File: config.mk
export PLATFORM = sky130hd
export DESIGN_NAME = adcb_backend
export DESIGN_NICKNAME = d
export VERILOG_FILES = /design/src/rtl/adcb_pkg.sv /design/src/rtl/adcb_backend.sv
export SDC_FILE = /design/constraint.sdc
export NUM_CORES = 2
export LEC_CHECK = 0
export BUFFER_PORTS_ARGS = -buffer_cell sky130_fd_sc_hd__buf_2
export CORE_ASPECT_RATIO = 2
export CORE_MARGIN = 3
export CORE_UTILIZATION = 66
export CTS_BUF_LIST = sky130_fd_sc_hd__clkbuf_2
export CTS_CLUSTER_DIAMETER = 30
export DETAILED_ROUTE_END_ITERATION = 6
export GPL_ROUTABILITY_DRIVEN = 0
export GPL_TIMING_DRIVEN = 0
export MAX_ROUTING_LAYER = met4
export PLACE_DENSITY_LB_ADDON = 0.15
export SYNTH_ARGS = -nofsm -noshare
export SYNTH_HDL_FRONTEND = slang
export SYNTH_SLANG_ARGS = --single-unit
File: constraint.sdc
create_clock -name pclk -period 11.7 [get_ports pclk]
set_input_delay 1.755 -clock pclk [delete_from_list [all_inputs] [get_ports pclk]]
set_output_delay 1.755 -clock pclk [all_outputs]
set_load 0.05 [all_outputs]
File: src/rtl/adcb_pkg.sv
// Constants shared by the converter digital back end
package adcb_pkg;
  localparam int NCH       = 4;
  localparam int DW        = 11;
  localparam int RW        = 12;
  localparam int WORD_W    = NCH * DW;
  localparam int PAIRS     = WORD_W / 2;
  localparam int RAW_BUS_W = NCH * RW;
  localparam int FIFO_DEPTH = 8;
  localparam int AW        = 8;

  // Register byte offsets
  localparam logic [AW-1:0] ADDR_CTRL   = 8'h00;
  localparam logic [AW-1:0] ADDR_GAIN   = 8'h04;
  localparam logic [AW-1:0] ADDR_STATUS = 8'h08;
  localparam logic [AW-1:0] ADDR_EST0   = 8'h0C;
  localparam logic [AW-1:0] ADDR_EST3   = 8'h18;

  // Control and status register fields
  localparam int CTRL_MODE1    = 0;
  localparam int CTRL_MODE2    = 1;
  localparam int CTRL_DC_EN    = 2;
  localparam int CTRL_DC_HOLD  = 3;
  localparam int CTRL_TC_LSB   = 4;
  localparam int CTRL_PARALLEL = 8;
  localparam int CTRL_FMT_LSB  = 9;
  localparam int CTRL_DRIVE2X  = 13;
  localparam int CTRL_HALT     = 14;
  localparam int STAT_OVF      = 0;
  localparam int STAT_LVL_LSB  = 1;

  // Fine gain, Q8 multipliers for 0 dB to 6 dB in 0.5 dB steps
  localparam int GAIN_SHIFT = 8;
  localparam logic [3:0] GAIN_CODE_MAX = 4'hC;
  localparam logic signed [10:0] GAIN_UNITY = 11'h100;
  localparam logic [9:0] GAIN_Q [0:12] = '{10'h100, 10'h10F, 10'h11F, 10'h130, 10'h142,
    10'h155, 10'h16A, 10'h17F, 10'h196, 10'h1AE, 10'h1C8, 10'h1E3, 10'h1FF};

  // Offset loop: time constant is 2^(TC_BASE_SHIFT + code) cycles
  localparam int ACC_W = 44;
  localparam int ACC_FRAC = 31;
  localparam logic [5:0] TC_BASE_SHIFT = 6'h14;
  localparam logic [3:0] TC_CODE_MAX = 4'hB;
  localparam int DC_LIMIT_MV = 10;
  localparam int FS_MV = 2000;
  localparam logic signed [RW-1:0] DC_LIMIT_CODE = RW'(DC_LIMIT_MV * 2048 / FS_MV);

  // Output saturation in two's complement
  localparam logic signed [15:0] SAT_POS = 16'sh03FF;
  localparam logic signed [15:0] SAT_NEG = -16'sh0400;
  localparam logic [DW-1:0] CODE_POS = 11'h3FF;
  localparam logic [DW-1:0] CODE_NEG = 11'h400;

  // Output clock phases, four pclk per word
  localparam logic [1:0] PH_LOAD = 2'h0;
  localparam logic [1:0] PH_MID  = 2'h2;
endpackage : adcb_pkg

File: src/rtl/adcb_backend.sv
// Converter digital back end: offset loop, fine gain, formatting, output pins
`timescale 1ns/1ps

module adcb_fifo #(
  parameter int WIDTH = 8,
  parameter int DEPTH = 8
) (
  // Clock and reset
  input  wire logic                     pclk,
  input  wire logic                     presetn,
  // Fill side
  input  wire logic                     in_valid,
  output logic                          in_ready,
  input  wire logic [WIDTH-1:0]         in_data,
  // Drain side
  output logic                          out_valid,
  input  wire logic                     out_ready,
  output logic [WIDTH-1:0]              out_data,
  output logic [$clog2(DEPTH):0]        level
);
  localparam int PW = $clog2(DEPTH);
  logic [WIDTH-1:0] mem [0:DEPTH-1];
  logic [PW-1:0]    wr_ptr;
  logic [PW-1:0]    rd_ptr;
  logic             push;
  logic             pop;

  assign in_ready  = (level != (PW+1)'(DEPTH));
  assign out_valid = (level != '0);
  assign push      = in_valid & in_ready;
  assign pop       = out_valid & out_ready;
  assign out_data  = mem[rd_ptr];

  always_ff @(posedge pclk)
  begin
    if (push)
    begin
      mem[wr_ptr] <= in_data;
    end
  end

  always_ff @(posedge pclk or negedge presetn)
  begin
    if (!presetn)
    begin
      wr_ptr <= '0;
      rd_ptr <= '0;
      level  <= '0;
    end
    else
    begin
      if (push)
      begin
        wr_ptr <= (wr_ptr == PW'(DEPTH-1)) ? '0 : PW'(wr_ptr + 1'b1);
      end
      if (pop)
      begin
        rd_ptr <= (rd_ptr == PW'(DEPTH-1)) ? '0 : PW'(rd_ptr + 1'b1);
      end
      if (push && !pop)
      begin
        level <= (PW+1)'(level + 1'b1);
      end
      else if (pop && !push)
      begin
        level <= (PW+1)'(level - 1'b1);
      end
    end
  end
endmodule : adcb_fifo

// Operation
// - Fine gain 0 to 6 dB, half-dB steps
// - Gain off at reset; both mode bits enable
// - Gain step scales full-scale range proportionally
// - Offset loop estimates and subtracts each sample
// - Hold stops estimator, last estimate still applied
// - Offset loop off at reset, needs mode bits
// - Time code sets 2^(20+code) cycles, reserved clamp
// - 11-bit sample per channel, shared output clock
// - Register bit selects DDR or parallel pins
// - DDR carries two bits per pair
// - Parallel drives each bit on own pin
// - Per-channel bit selects twos complement/offset binary
// - Positive overdrive clips to maximum code
// - Negative overdrive clips to minimum code
module adcb_backend (
  // APB slave
  input  wire logic                             pclk,
  input  wire logic                             presetn,
  input  wire logic                             psel,
  input  wire logic                             penable,
  input  wire logic                             pwrite,
  input  wire logic [adcb_pkg::AW-1:0]          paddr,
  input  wire logic [31:0]                      pwdata,
  output logic [31:0]                           prdata,
  output logic                                  pready,
  output logic                                  pslverr,
  // Converter core
  input  wire logic                             sample_clock,
  input  wire logic [adcb_pkg::RAW_BUS_W-1:0]   core_sample,
  // Output pins
  output logic [adcb_pkg::WORD_W-1:0]           out_data,
  output logic                                  sample_output_clock,
  output logic                                  output_parallel,
  output logic                                  diff_clock_drive_double
);
  import adcb_pkg::*;

  logic [1:0]            digital_mode;
  logic                  dc_loop_enable;
  logic                  dc_loop_hold;
  logic [3:0]            dc_loop_time_code;
  logic                  parallel_mode;
  logic [NCH-1:0]        channel_code_format;
  logic                  output_halt;
  logic [3:0]            gain_code;
  logic                  overflow;
  logic                  smp_s1;
  logic                  smp_s2;
  logic                  smp_s3;
  logic [RAW_BUS_W-1:0]  raw_s1;
  logic [RAW_BUS_W-1:0]  raw_s2;
  logic                  tick;
  logic                  digital_on;
  logic                  loop_run;
  logic [5:0]            loop_shift;
  logic signed [10:0]    gain_mult;
  logic [WORD_W-1:0]     next_word;
  logic [WORD_W-1:0]     proc_word;
  logic                  proc_valid;
  logic                  fifo_in_ready;
  logic                  fifo_out_valid;
  logic [WORD_W-1:0]     fifo_out_data;
  logic [$clog2(FIFO_DEPTH):0] fifo_level;
  logic                  pop;
  logic [1:0]            phase;
  logic [WORD_W-1:0]     cur_word;
  logic [WORD_W-1:0]     word_sel;
  logic [WORD_W-1:0]     next_out_data;
  logic                  pin_parallel;
  logic [RW-1:0]         est_bus [0:NCH-1];
  logic                  wr_en;
  logic                  setup;
  logic [31:0]           next_prdata;
  logic                  next_pslverr;

  // Sampling clock and core data pass two flops before use
  always_ff @(posedge pclk or negedge presetn)
  begin
    if (!presetn)
    begin
      smp_s1 <= 1'b0;
      smp_s2 <= 1'b0;
      smp_s3 <= 1'b0;
      raw_s1 <= '0;
      raw_s2 <= '0;
    end
    else
    begin
      smp_s1 <= sample_clock;
      smp_s2 <= smp_s1;
      smp_s3 <= smp_s2;
      raw_s1 <= core_sample;
      raw_s2 <= raw_s1;
    end
  end

  assign tick = smp_s2 & ~smp_s3;

  assign digital_on = &digital_mode;
  assign loop_run   = digital_on & dc_loop_enable;
  assign loop_shift = TC_BASE_SHIFT + 6'((dc_loop_time_code > TC_CODE_MAX) ?
                      TC_CODE_MAX : dc_loop_time_code);
  assign gain_mult  = digital_on ?
                      $signed({1'b0, GAIN_Q[(gain_code > GAIN_CODE_MAX) ?
                      GAIN_CODE_MAX : gain_code]}) : GAIN_UNITY;

  // Per-channel offset loop, gain, saturation and formatting
  for (genvar c = 0; c < NCH; c++)
  begin : g_ch
    logic signed [ACC_W-1:0] acc;
    logic signed [RW-1:0]    x;
    logic signed [RW-1:0]    est;
    logic signed [RW-1:0]    est_lim;
    logic signed [ACC_W:0]   diff;
    logic signed [RW:0]      corr;
    logic signed [23:0]      prod;
    logic signed [15:0]      scaled;
    logic [DW-1:0]           sat;

    assign x    = $signed(raw_s2[c*RW +: RW]);
    assign est  = acc[ACC_FRAC +: RW];
    // Estimate is bounded to the correctable range
    assign est_lim = (est > DC_LIMIT_CODE) ? DC_LIMIT_CODE :
                     (est < -DC_LIMIT_CODE) ? -DC_LIMIT_CODE : est;
    assign diff = ((ACC_W+1)'(x) <<< ACC_FRAC) - (ACC_W+1)'(acc);
    assign corr = loop_run ? ((RW+1)'(x) - (RW+1)'(est_lim)) : (RW+1)'(x);
    assign prod   = corr * gain_mult;
    assign scaled = 16'(prod >>> GAIN_SHIFT);
    assign sat    = (scaled > SAT_POS) ? CODE_POS :
                    (scaled < SAT_NEG) ? CODE_NEG : scaled[DW-1:0];
    assign next_word[c*DW +: DW] = channel_code_format[c] ?
                                   {~sat[DW-1], sat[DW-2:0]} : sat;
    assign est_bus[c] = est_lim;

    // Estimator advances only on sample ticks and freezes on hold
    always_ff @(posedge pclk or negedge presetn)
    begin
      if (!presetn)
      begin
        acc <= '0;
      end
      else if (tick && loop_run && !dc_loop_hold)
      begin
        acc <= ACC_W'(acc + ACC_W'(diff >>> loop_shift));
      end
    end
  end

  // Word is computed in the tick cycle from one settings snapshot
  always_ff @(posedge pclk or negedge presetn)
  begin
    if (!presetn)
    begin
      proc_word  <= '0;
      proc_valid <= 1'b0;
    end
    else
    begin
      proc_valid <= tick;
      if (tick)
      begin
        proc_word <= next_word;
      end
    end
  end

  // A full buffer drops the sample and flags it rather than stall the core
  adcb_fifo #(
    .WIDTH (WORD_W),
    .DEPTH (FIFO_DEPTH)
  ) u_fifo (
    .pclk      (pclk),
    .presetn   (presetn),
    .in_valid  (proc_valid),
    .in_ready  (fifo_in_ready),
    .in_data   (proc_word),
    .out_valid (fifo_out_valid),
    .out_ready (pop),
    .out_data  (fifo_out_data),
    .level     (fifo_level)
  );

  // Output serializer, one word per four pclk
  assign pop      = (phase == PH_LOAD) & fifo_out_valid & ~output_halt;
  assign word_sel = pop ? fifo_out_data : cur_word;
  // A mode write mid-word must not reshape the second half of that word
  assign pin_parallel = (phase == PH_LOAD) ? parallel_mode : output_parallel;

  for (genvar p = 0; p < WORD_W; p++)
  begin : g_pin
    if (p < PAIRS)
    begin : g_pair
      assign next_out_data[p] = pin_parallel ? word_sel[p] :
                                (phase == PH_MID) ? cur_word[2*p+1] : word_sel[2*p];
    end
    else
    begin : g_upper
      assign next_out_data[p] = pin_parallel & word_sel[p];
    end
  end

  always_ff @(posedge pclk or negedge presetn)
  begin
    if (!presetn)
    begin
      phase               <= PH_LOAD;
      cur_word            <= '0;
      out_data            <= '0;
      sample_output_clock <= 1'b0;
      output_parallel     <= 1'b0;
    end
    else
    begin
      phase <= 2'(phase + 2'h1);
      if (phase == PH_LOAD)
      begin
        cur_word            <= word_sel;
        out_data            <= next_out_data;
        output_parallel     <= parallel_mode;
        // DDR rises with even bits; parallel rises mid-word for capture
        sample_output_clock <= ~parallel_mode;
      end
      else if (phase == PH_MID)
      begin
        sample_output_clock <= output_parallel;
        if (!output_parallel)
        begin
          out_data <= next_out_data;
        end
      end
    end
  end

  // APB slave: one wait-free access, pready registered in setup
  assign setup = psel & ~penable & ~pready;
  assign wr_en = psel & penable & pready & pwrite;

  always_comb
  begin
    next_prdata  = '0;
    next_pslverr = 1'b0;
    if (paddr == ADDR_CTRL)
    begin
      next_prdata[CTRL_MODE1]                 = digital_mode[0];
      next_prdata[CTRL_MODE2]                 = digital_mode[1];
      next_prdata[CTRL_DC_EN]                 = dc_loop_enable;
      next_prdata[CTRL_DC_HOLD]               = dc_loop_hold;
      next_prdata[CTRL_TC_LSB +: 4]           = dc_loop_time_code;
      next_prdata[CTRL_PARALLEL]              = parallel_mode;
      next_prdata[CTRL_FMT_LSB +: NCH]        = channel_code_format;
      next_prdata[CTRL_DRIVE2X]               = diff_clock_drive_double;
      next_prdata[CTRL_HALT]                  = output_halt;
    end
    else if (paddr == ADDR_GAIN)
    begin
      next_prdata[3:0] = gain_code;
    end
    else if (paddr == ADDR_STATUS)
    begin
      next_prdata[STAT_OVF] = overflow;
      next_prdata[STAT_LVL_LSB +: $clog2(FIFO_DEPTH)+1] = fifo_level;
    end
    else if (paddr >= ADDR_EST0 && paddr <= ADDR_EST3 && paddr[1:0] == 2'h0)
    begin
      next_prdata = 32'($signed(est_bus[2'((paddr - ADDR_EST0) >> 2)]));
    end
    else
    begin
      next_pslverr = 1'b1;
    end
  end

  always_ff @(posedge pclk or negedge presetn)
  begin
    if (!presetn)
    begin
      pready  <= 1'b0;
      prdata  <= '0;
      pslverr <= 1'b0;
    end
    else
    begin
      pready  <= setup;
      pslverr <= setup & next_pslverr;
      if (setup)
      begin
        prdata <= pwrite ? '0 : next_prdata;
      end
    end
  end

  // Control registers; all start cleared so gain and loop are off
  always_ff @(posedge pclk or negedge presetn)
  begin
    if (!presetn)
    begin
      digital_mode            <= 2'h0;
      dc_loop_enable          <= 1'b0;
      dc_loop_hold            <= 1'b0;
      dc_loop_time_code       <= 4'h0;
      parallel_mode           <= 1'b0;
      channel_code_format     <= '0;
      diff_clock_drive_double <= 1'b0;
      output_halt             <= 1'b0;
      gain_code               <= 4'h0;
    end
    else if (wr_en && paddr == ADDR_CTRL)
    begin
      digital_mode            <= {pwdata[CTRL_MODE2], pwdata[CTRL_MODE1]};
      dc_loop_enable          <= pwdata[CTRL_DC_EN];
      dc_loop_hold            <= pwdata[CTRL_DC_HOLD];
      dc_loop_time_code       <= pwdata[CTRL_TC_LSB +: 4];
      parallel_mode           <= pwdata[CTRL_PARALLEL];
      channel_code_format     <= pwdata[CTRL_FMT_LSB +: NCH];
      diff_clock_drive_double <= pwdata[CTRL_DRIVE2X];
      output_halt             <= pwdata[CTRL_HALT];
    end
    else if (wr_en && paddr == ADDR_GAIN)
    begin
      gain_code <= pwdata[3:0];
    end
  end

  // Overflow is sticky; a new drop in the clearing cycle wins
  always_ff @(posedge pclk or negedge presetn)
  begin
    if (!presetn)
    begin
      overflow <= 1'b0;
    end
    else if (proc_valid && !fifo_in_ready)
    begin
      overflow <= 1'b1;
    end
    else if (wr_en && paddr == ADDR_STATUS && pwdata[STAT_OVF])
    begin
      overflow <= 1'b0;
    end
  end
endmodule : adcb_backend

==> results of run 1 <==
==> timing repair <==
| item | in CTS |
|---|---|
| hold buffers | 1 |
| setup endpoints to repair | 0 |
| endpoints found under the hold margin | 67 |
==> routing by layer <==
metal / global-route usage / GRT overflow
met4: 0.565 / 14
met2: 0.779 / 6
met5: - / -
met1: 0.448 / 0
met3: 0.223 / 1
==> cell families after synthesis <==
group,after synthesis,synth area share
AO/OA/AOI/OAI,1665,0.158
XOR/XNOR,327,0.0426
adder cells (fa/ha/maj),930,0.220
buffers and inverters,1121,0.0640
flip-flops,812,0.329
multiplexers,268,0.0591
AND/OR/NAND/NOR,1930,0.128
==> Yosys cell counts, types with 19 or more instances <==
| cell type | n | area share |
|---|---|---|
| o31ai_1 | 44 | 0.0049 |
| a22oi_1 | 22 | 0.0025 |
| fa_1 | 417 | 0.12 |
| nand2b_1 | 37 | 0.0034 |
| o21bai_1 | 33 | 0.0037 |
| buf_1 | 36 | 0.0020 |
| a31oi_1 | 55 | 0.0051 |
| nand3_1 | 81 | 0.0060 |
| nand4_1 | 38 | 0.0035 |
| clkbuf_1 | 243 | 0.014 |
| o21a_1 | 50 | 0.0056 |
| o21ai_0 | 464 | 0.035 |
| xor2_1 | 131 | 0.017 |
| a221o_1 | 27 | 0.0040 |
| ha_1 | 513 | 0.096 |
| nor4_1 | 37 | 0.0034 |
| and3_1 | 42 | 0.0039 |
| or3_1 | 29 | 0.0027 |
| nor2_1 | 454 | 0.025 |
| mux4_2 | 99 | 0.033 |
| inv_1 | 810 | 0.045 |
| o211ai_1 | 24 | 0.0027 |
| o21ai_1 | 56 | 0.0042 |
| and2_1 | 76 | 0.0071 |
| o22ai_1 | 25 | 0.0023 |
| a211oi_1 | 55 | 0.0061 |
| or2_2 | 19 | 0.0018 |
| a31o_2 | 20 | 0.0026 |
| mux2_2 | 34 | 0.0057 |
| nand2_1 | 911 | 0.051 |
| a21oi_1 | 414 | 0.031 |
| a22o_1 | 44 | 0.0057 |
| dfrtp_1 | 460 | 0.17 |
| a21o_1 | 175 | 0.020 |
| xnor2_1 | 196 | 0.026 |
| edfxtp_1 | 352 | 0.16 |
| nor2b_1 | 55 | 0.0051 |
| mux2i_1 | 134 | 0.020 |
| nor3_1 | 93 | 0.0069 |
==> through the flow <==
step | area (um2) | utilization | std cells | worst slack [ns]
4_1_cts | 71900 | 0.717 | 8893 | 0.000596
3_3_place_gp | 69600 | 0.694 | 8538 | -0.759
3_5_place_dp | 70200 | 0.699 | 8577 | 0.203
2_1_floorplan | 67200 | - | 7053 | 2.44
==> flow_summary.ini, run 1 <==
[status]
status = aborted with a tool error
lastStage = global routing (5_1_grt)
firstError = [ERROR GRT-0116] Global routing finished with congestion. Check the congestion regions in the DRC Viewer.

[grt]
grt_pass1_wl_mm = 389
track_usage = 0.515
grt_pass1_vias = 62900
overflow = 21
grt_max_degree = 113

[yosys]
syn_area_per_cell_um2 = 9.52
synth-edff-count = 352
synth_nets = 8077
synth_seq_area_share = 0.329
synth_cell_types = 112
synth_area_um2 = 67200
ys_ff_latch = 812
synth_flop_cell = dfrtp_1
yosys_warnings = 0
synthCells = 7053
ys_async_sr_fraction = 0.567

[cts]
cts_root_buffer = clkbuf_2
cts_buffers = 179
postCtsSetupBuffers = 0
cts_sinks = 812
cts_max_path_buffers = 3
ctsResizeCount = 0
htreeDepth = 4

[floorplan]
die_h_um = 457
floorplan.initialDensity = 0.669
die_w_um = 232
rows = 164
io_pins = 175

[placement]
port_buffers = 157
place_hpwl_mm = 194
==> inputs of run 2 (changes only) <==
--- a/config.mk
+++ b/config.mk
@@ -6,15 +6,11 @@
 export NUM_CORES = 2
 export LEC_CHECK = 0
 export BUFFER_PORTS_ARGS = -buffer_cell sky130_fd_sc_hd__buf_2
-export CORE_ASPECT_RATIO = 2
 export CORE_MARGIN = 3
-export CORE_UTILIZATION = 66
-export CTS_BUF_LIST = sky130_fd_sc_hd__clkbuf_2
-export CTS_CLUSTER_DIAMETER = 30
+export CORE_UTILIZATION = 40
 export DETAILED_ROUTE_END_ITERATION = 6
 export GPL_ROUTABILITY_DRIVEN = 0
 export GPL_TIMING_DRIVEN = 0
-export MAX_ROUTING_LAYER = met4
 export PLACE_DENSITY_LB_ADDON = 0.15
 export SYNTH_ARGS = -nofsm -noshare
 export SYNTH_HDL_FRONTEND = slang
==> run 2 against run 1 <==
- the flow now finishes without violations
- synthesized cell count unchanged
- synthesized area did not move
==> flow_summary.ini, run 2 <==
[floorplan]
io_pins = 175
floorplan.initialDensity = 0.405
die_h_um = 416
die_area_um2 = 173000
rows = 149
coreArea_um2 = 166000
die_w_um = 416

[cts]
cts_tree = yes
cts_buffers = 94
cts_hold_buf = 0
cts_max_path_buffers = 3
htreeDepth = 3
cts_root_buffer = clkbuf_16
worstSkewPairLatency_ns = 0.76
cts_sinks = 812
clkSlewWorstSetupHoldPaths_ns = 0.06
postCtsSetupBuffers = 0

[timing]
hold_viol = 0
final_max_slew_viol_count = 0
finalSetupViolCount = 0
rsz0062_at_grt = no
fin_skew_ns = 0.0621
slew_headroom = 0.0381
setup_tns_ns = 0
fmax_mhz = 89.8
setup_slack_ns = 0.561
fin_crit_ns = 11.14
fin_crit_sh = 0.952
worst_pin_slew_ns = 1.44

[power_and_ir_drop]
max-vdd-ir-drop_uv = 127
leakage_nw = 33.7
p_per_area_nw_per_um2 = 116
finalPower_w = 0.00868

[placement]
port_buffers = 157
dpl_worst_slack_ns = -0.0451
detailed_place.area_um2 = 71400
place_hpwl_mm = 177
place_inst = 9441

[min_path]
min-delay-start = raw_s1[47]
worst_hold_path_type = register to register

[grt]
grt_pass1_wl_mm = 335
overflow = 0
grt_max_degree = 115
met2_usage = 0.396
track_usage = 0.254
grt_pass1_vias = 53600
use_met1 = 0.353
grt.busiest_layer = met2
grtUsageMet3 = 0.0424
antenna_found_initial = 12

[yosys]
synth_flop_cell = dfrtp_1
synth_top_cells_by_area = dfrtp_1, edfxtp_1, fa_1, ha_1, nand2_1
synth-edff-count = 352
synth_seq_area_share = 0.329
synth_nets = 8077
synthCells = 7053
synth_top_area_share = 0.171
ys_async_sr_fraction = 0.567
yosys_warnings = 0
netlist_top_cells_count = nand2_1, inv_1, ha_1
synth_area_leader_cell = dfrtp_1
synth.most_common_cell = nand2_1
syn_area_per_cell_um2 = 9.52
ys_ff_latch = 812
synth_area_um2 = 67200
synth_cell_types = 112

[routing]
drt_first_pass_iters = 5
routedWlPerCell_um = 23.1
drtIter0Drc = 5066
vias_per_cell = 5.63
ant_nets = 0
vias = 54200
wl_mm = 223
drc = 0

[finish]
layout_common_cells = nand2_1, inv_1, ha_1
top_regs = u_fifo.mem (352), g_ch.acc (176)
fin_area_um2 = 74800
final_nets = 8373
drive_above_1_share = 0.0850
final_cells = 9624
syn_to_final_growth_pct = 11.4
largest_register = u_fifo.mem
largest_reg_flops = 352
final_common_cell = nand2_1
fillers = 16000

[status]
status = complete, no violations

[critical_path]
cpMostUsedCell = fa_1
critical_path_class = register to register
max_stage_delay_ns = 0.60
critPathLaunch = g_ch[1].acc[41]
worstPathRequired_ns = 12.29
path_buf_inv = 6
r2r_start = g_ch[1].acc[41]
cp_max_fo = 10
critical-path-slowest-cell = and2_1
crit_path_start_kind = register
arrival_ns = 11.73
critPathTopFamily = adder cells
endpoint_kind = register

[flow_run]
max_cap_violations = 0
-- run 2: cell counts after synthesis --
No cell type changed its count.
-- run 2: repair_timing --
item,4_1_cts,5_1_grt
endpoints found under the setup margin,11,30
resized for setup,2,10
hold endpoints to repair,0,0
pin swaps,0,0
-- run 2: final cells by class --
cell class                 count  area (um2)  area share
clock inverter                64         872      0.0117
clock buffer                 114        2460      0.0329
timing repair buffer         201        1390      0.0186
tap                         2189        2740      0.0366
multi-input combinational   5120       40900       0.547
sequential                   812       22100       0.295
antenna                        4        10.0    0.000134
buffer                       305        1230      0.0165
inverter                     815        3060      0.0409
-- run 2: worst reg2reg max path: cells and delay by family (launching register included) --
family,cells,cell delay [ns]
buffers and inverters,6,0.90
adder cells (fa/ha/maj),9,3.66
AND/OR/NAND/NOR,9,2.27
flip-flops,1,0.51
AO/OA/AOI/OAI,13,3.05
XOR/XNOR,2,0.62
-- run 2: logic make-up (layout without fill, tap and decap cells) --
family	after synthesis	after routing	synth area share
mux	268	268	0.0591
flops	812	812	0.329
fa+ha+maj	930	930	0.220
xor+xnor	327	327	0.0426
compound gates	1665	1665	0.158
other cells	0	4	0
buf+inv	1121	1499	0.0640
simple gates	1930	1930	0.128
-- run 2: worst paths after layout --
check                           endpoint  slack [ns]  cells after the start
max in group asynchronous     raw_s1[18]        9.14                      3
setup / recovery           proc_word[20]        0.56                     39
hold reg to reg               raw_s2[47]        0.32                      0
setup reg to reg           proc_word[20]        0.56                     39
hold / removal                raw_s2[47]        0.32                      0
min in group asynchronous    cur_word[9]        0.92                      1
-- run 2: layer usage --
metal	vias up	part of all wire	wire length, um
met5	-	0.000036	8
met4	2	0.043	9680
met3	377	0.070	15500
met2	1865	0.44	98800
met1	27000	0.44	98600
li1	25000	-	-
-- run 2: power breakdown --
group	internal, W	leakage [nW]	switching (W)
clock network	0.00182	1.59	0.00134
registers	0.00328	9.04	0.000212
logic	0.000782	23.0	0.00125
total	0.00588	33.7	0.00280
-- run 2: per-stage QoR --
| stage | hold slack (ns) | util |
|---|---|---|
| 2_1_floorplan | 0.331 | - |
| 3_3_place_gp | 0.333 | 0.426 |
| 3_5_place_dp | 0.335 | 0.430 |
| 4_1_cts | 0.311 | 0.450 |
| 5_1_grt | 0.327 | 0.451 |
| 6_report | 0.315 | 0.451 |
(Power assumes the default switching activity.)
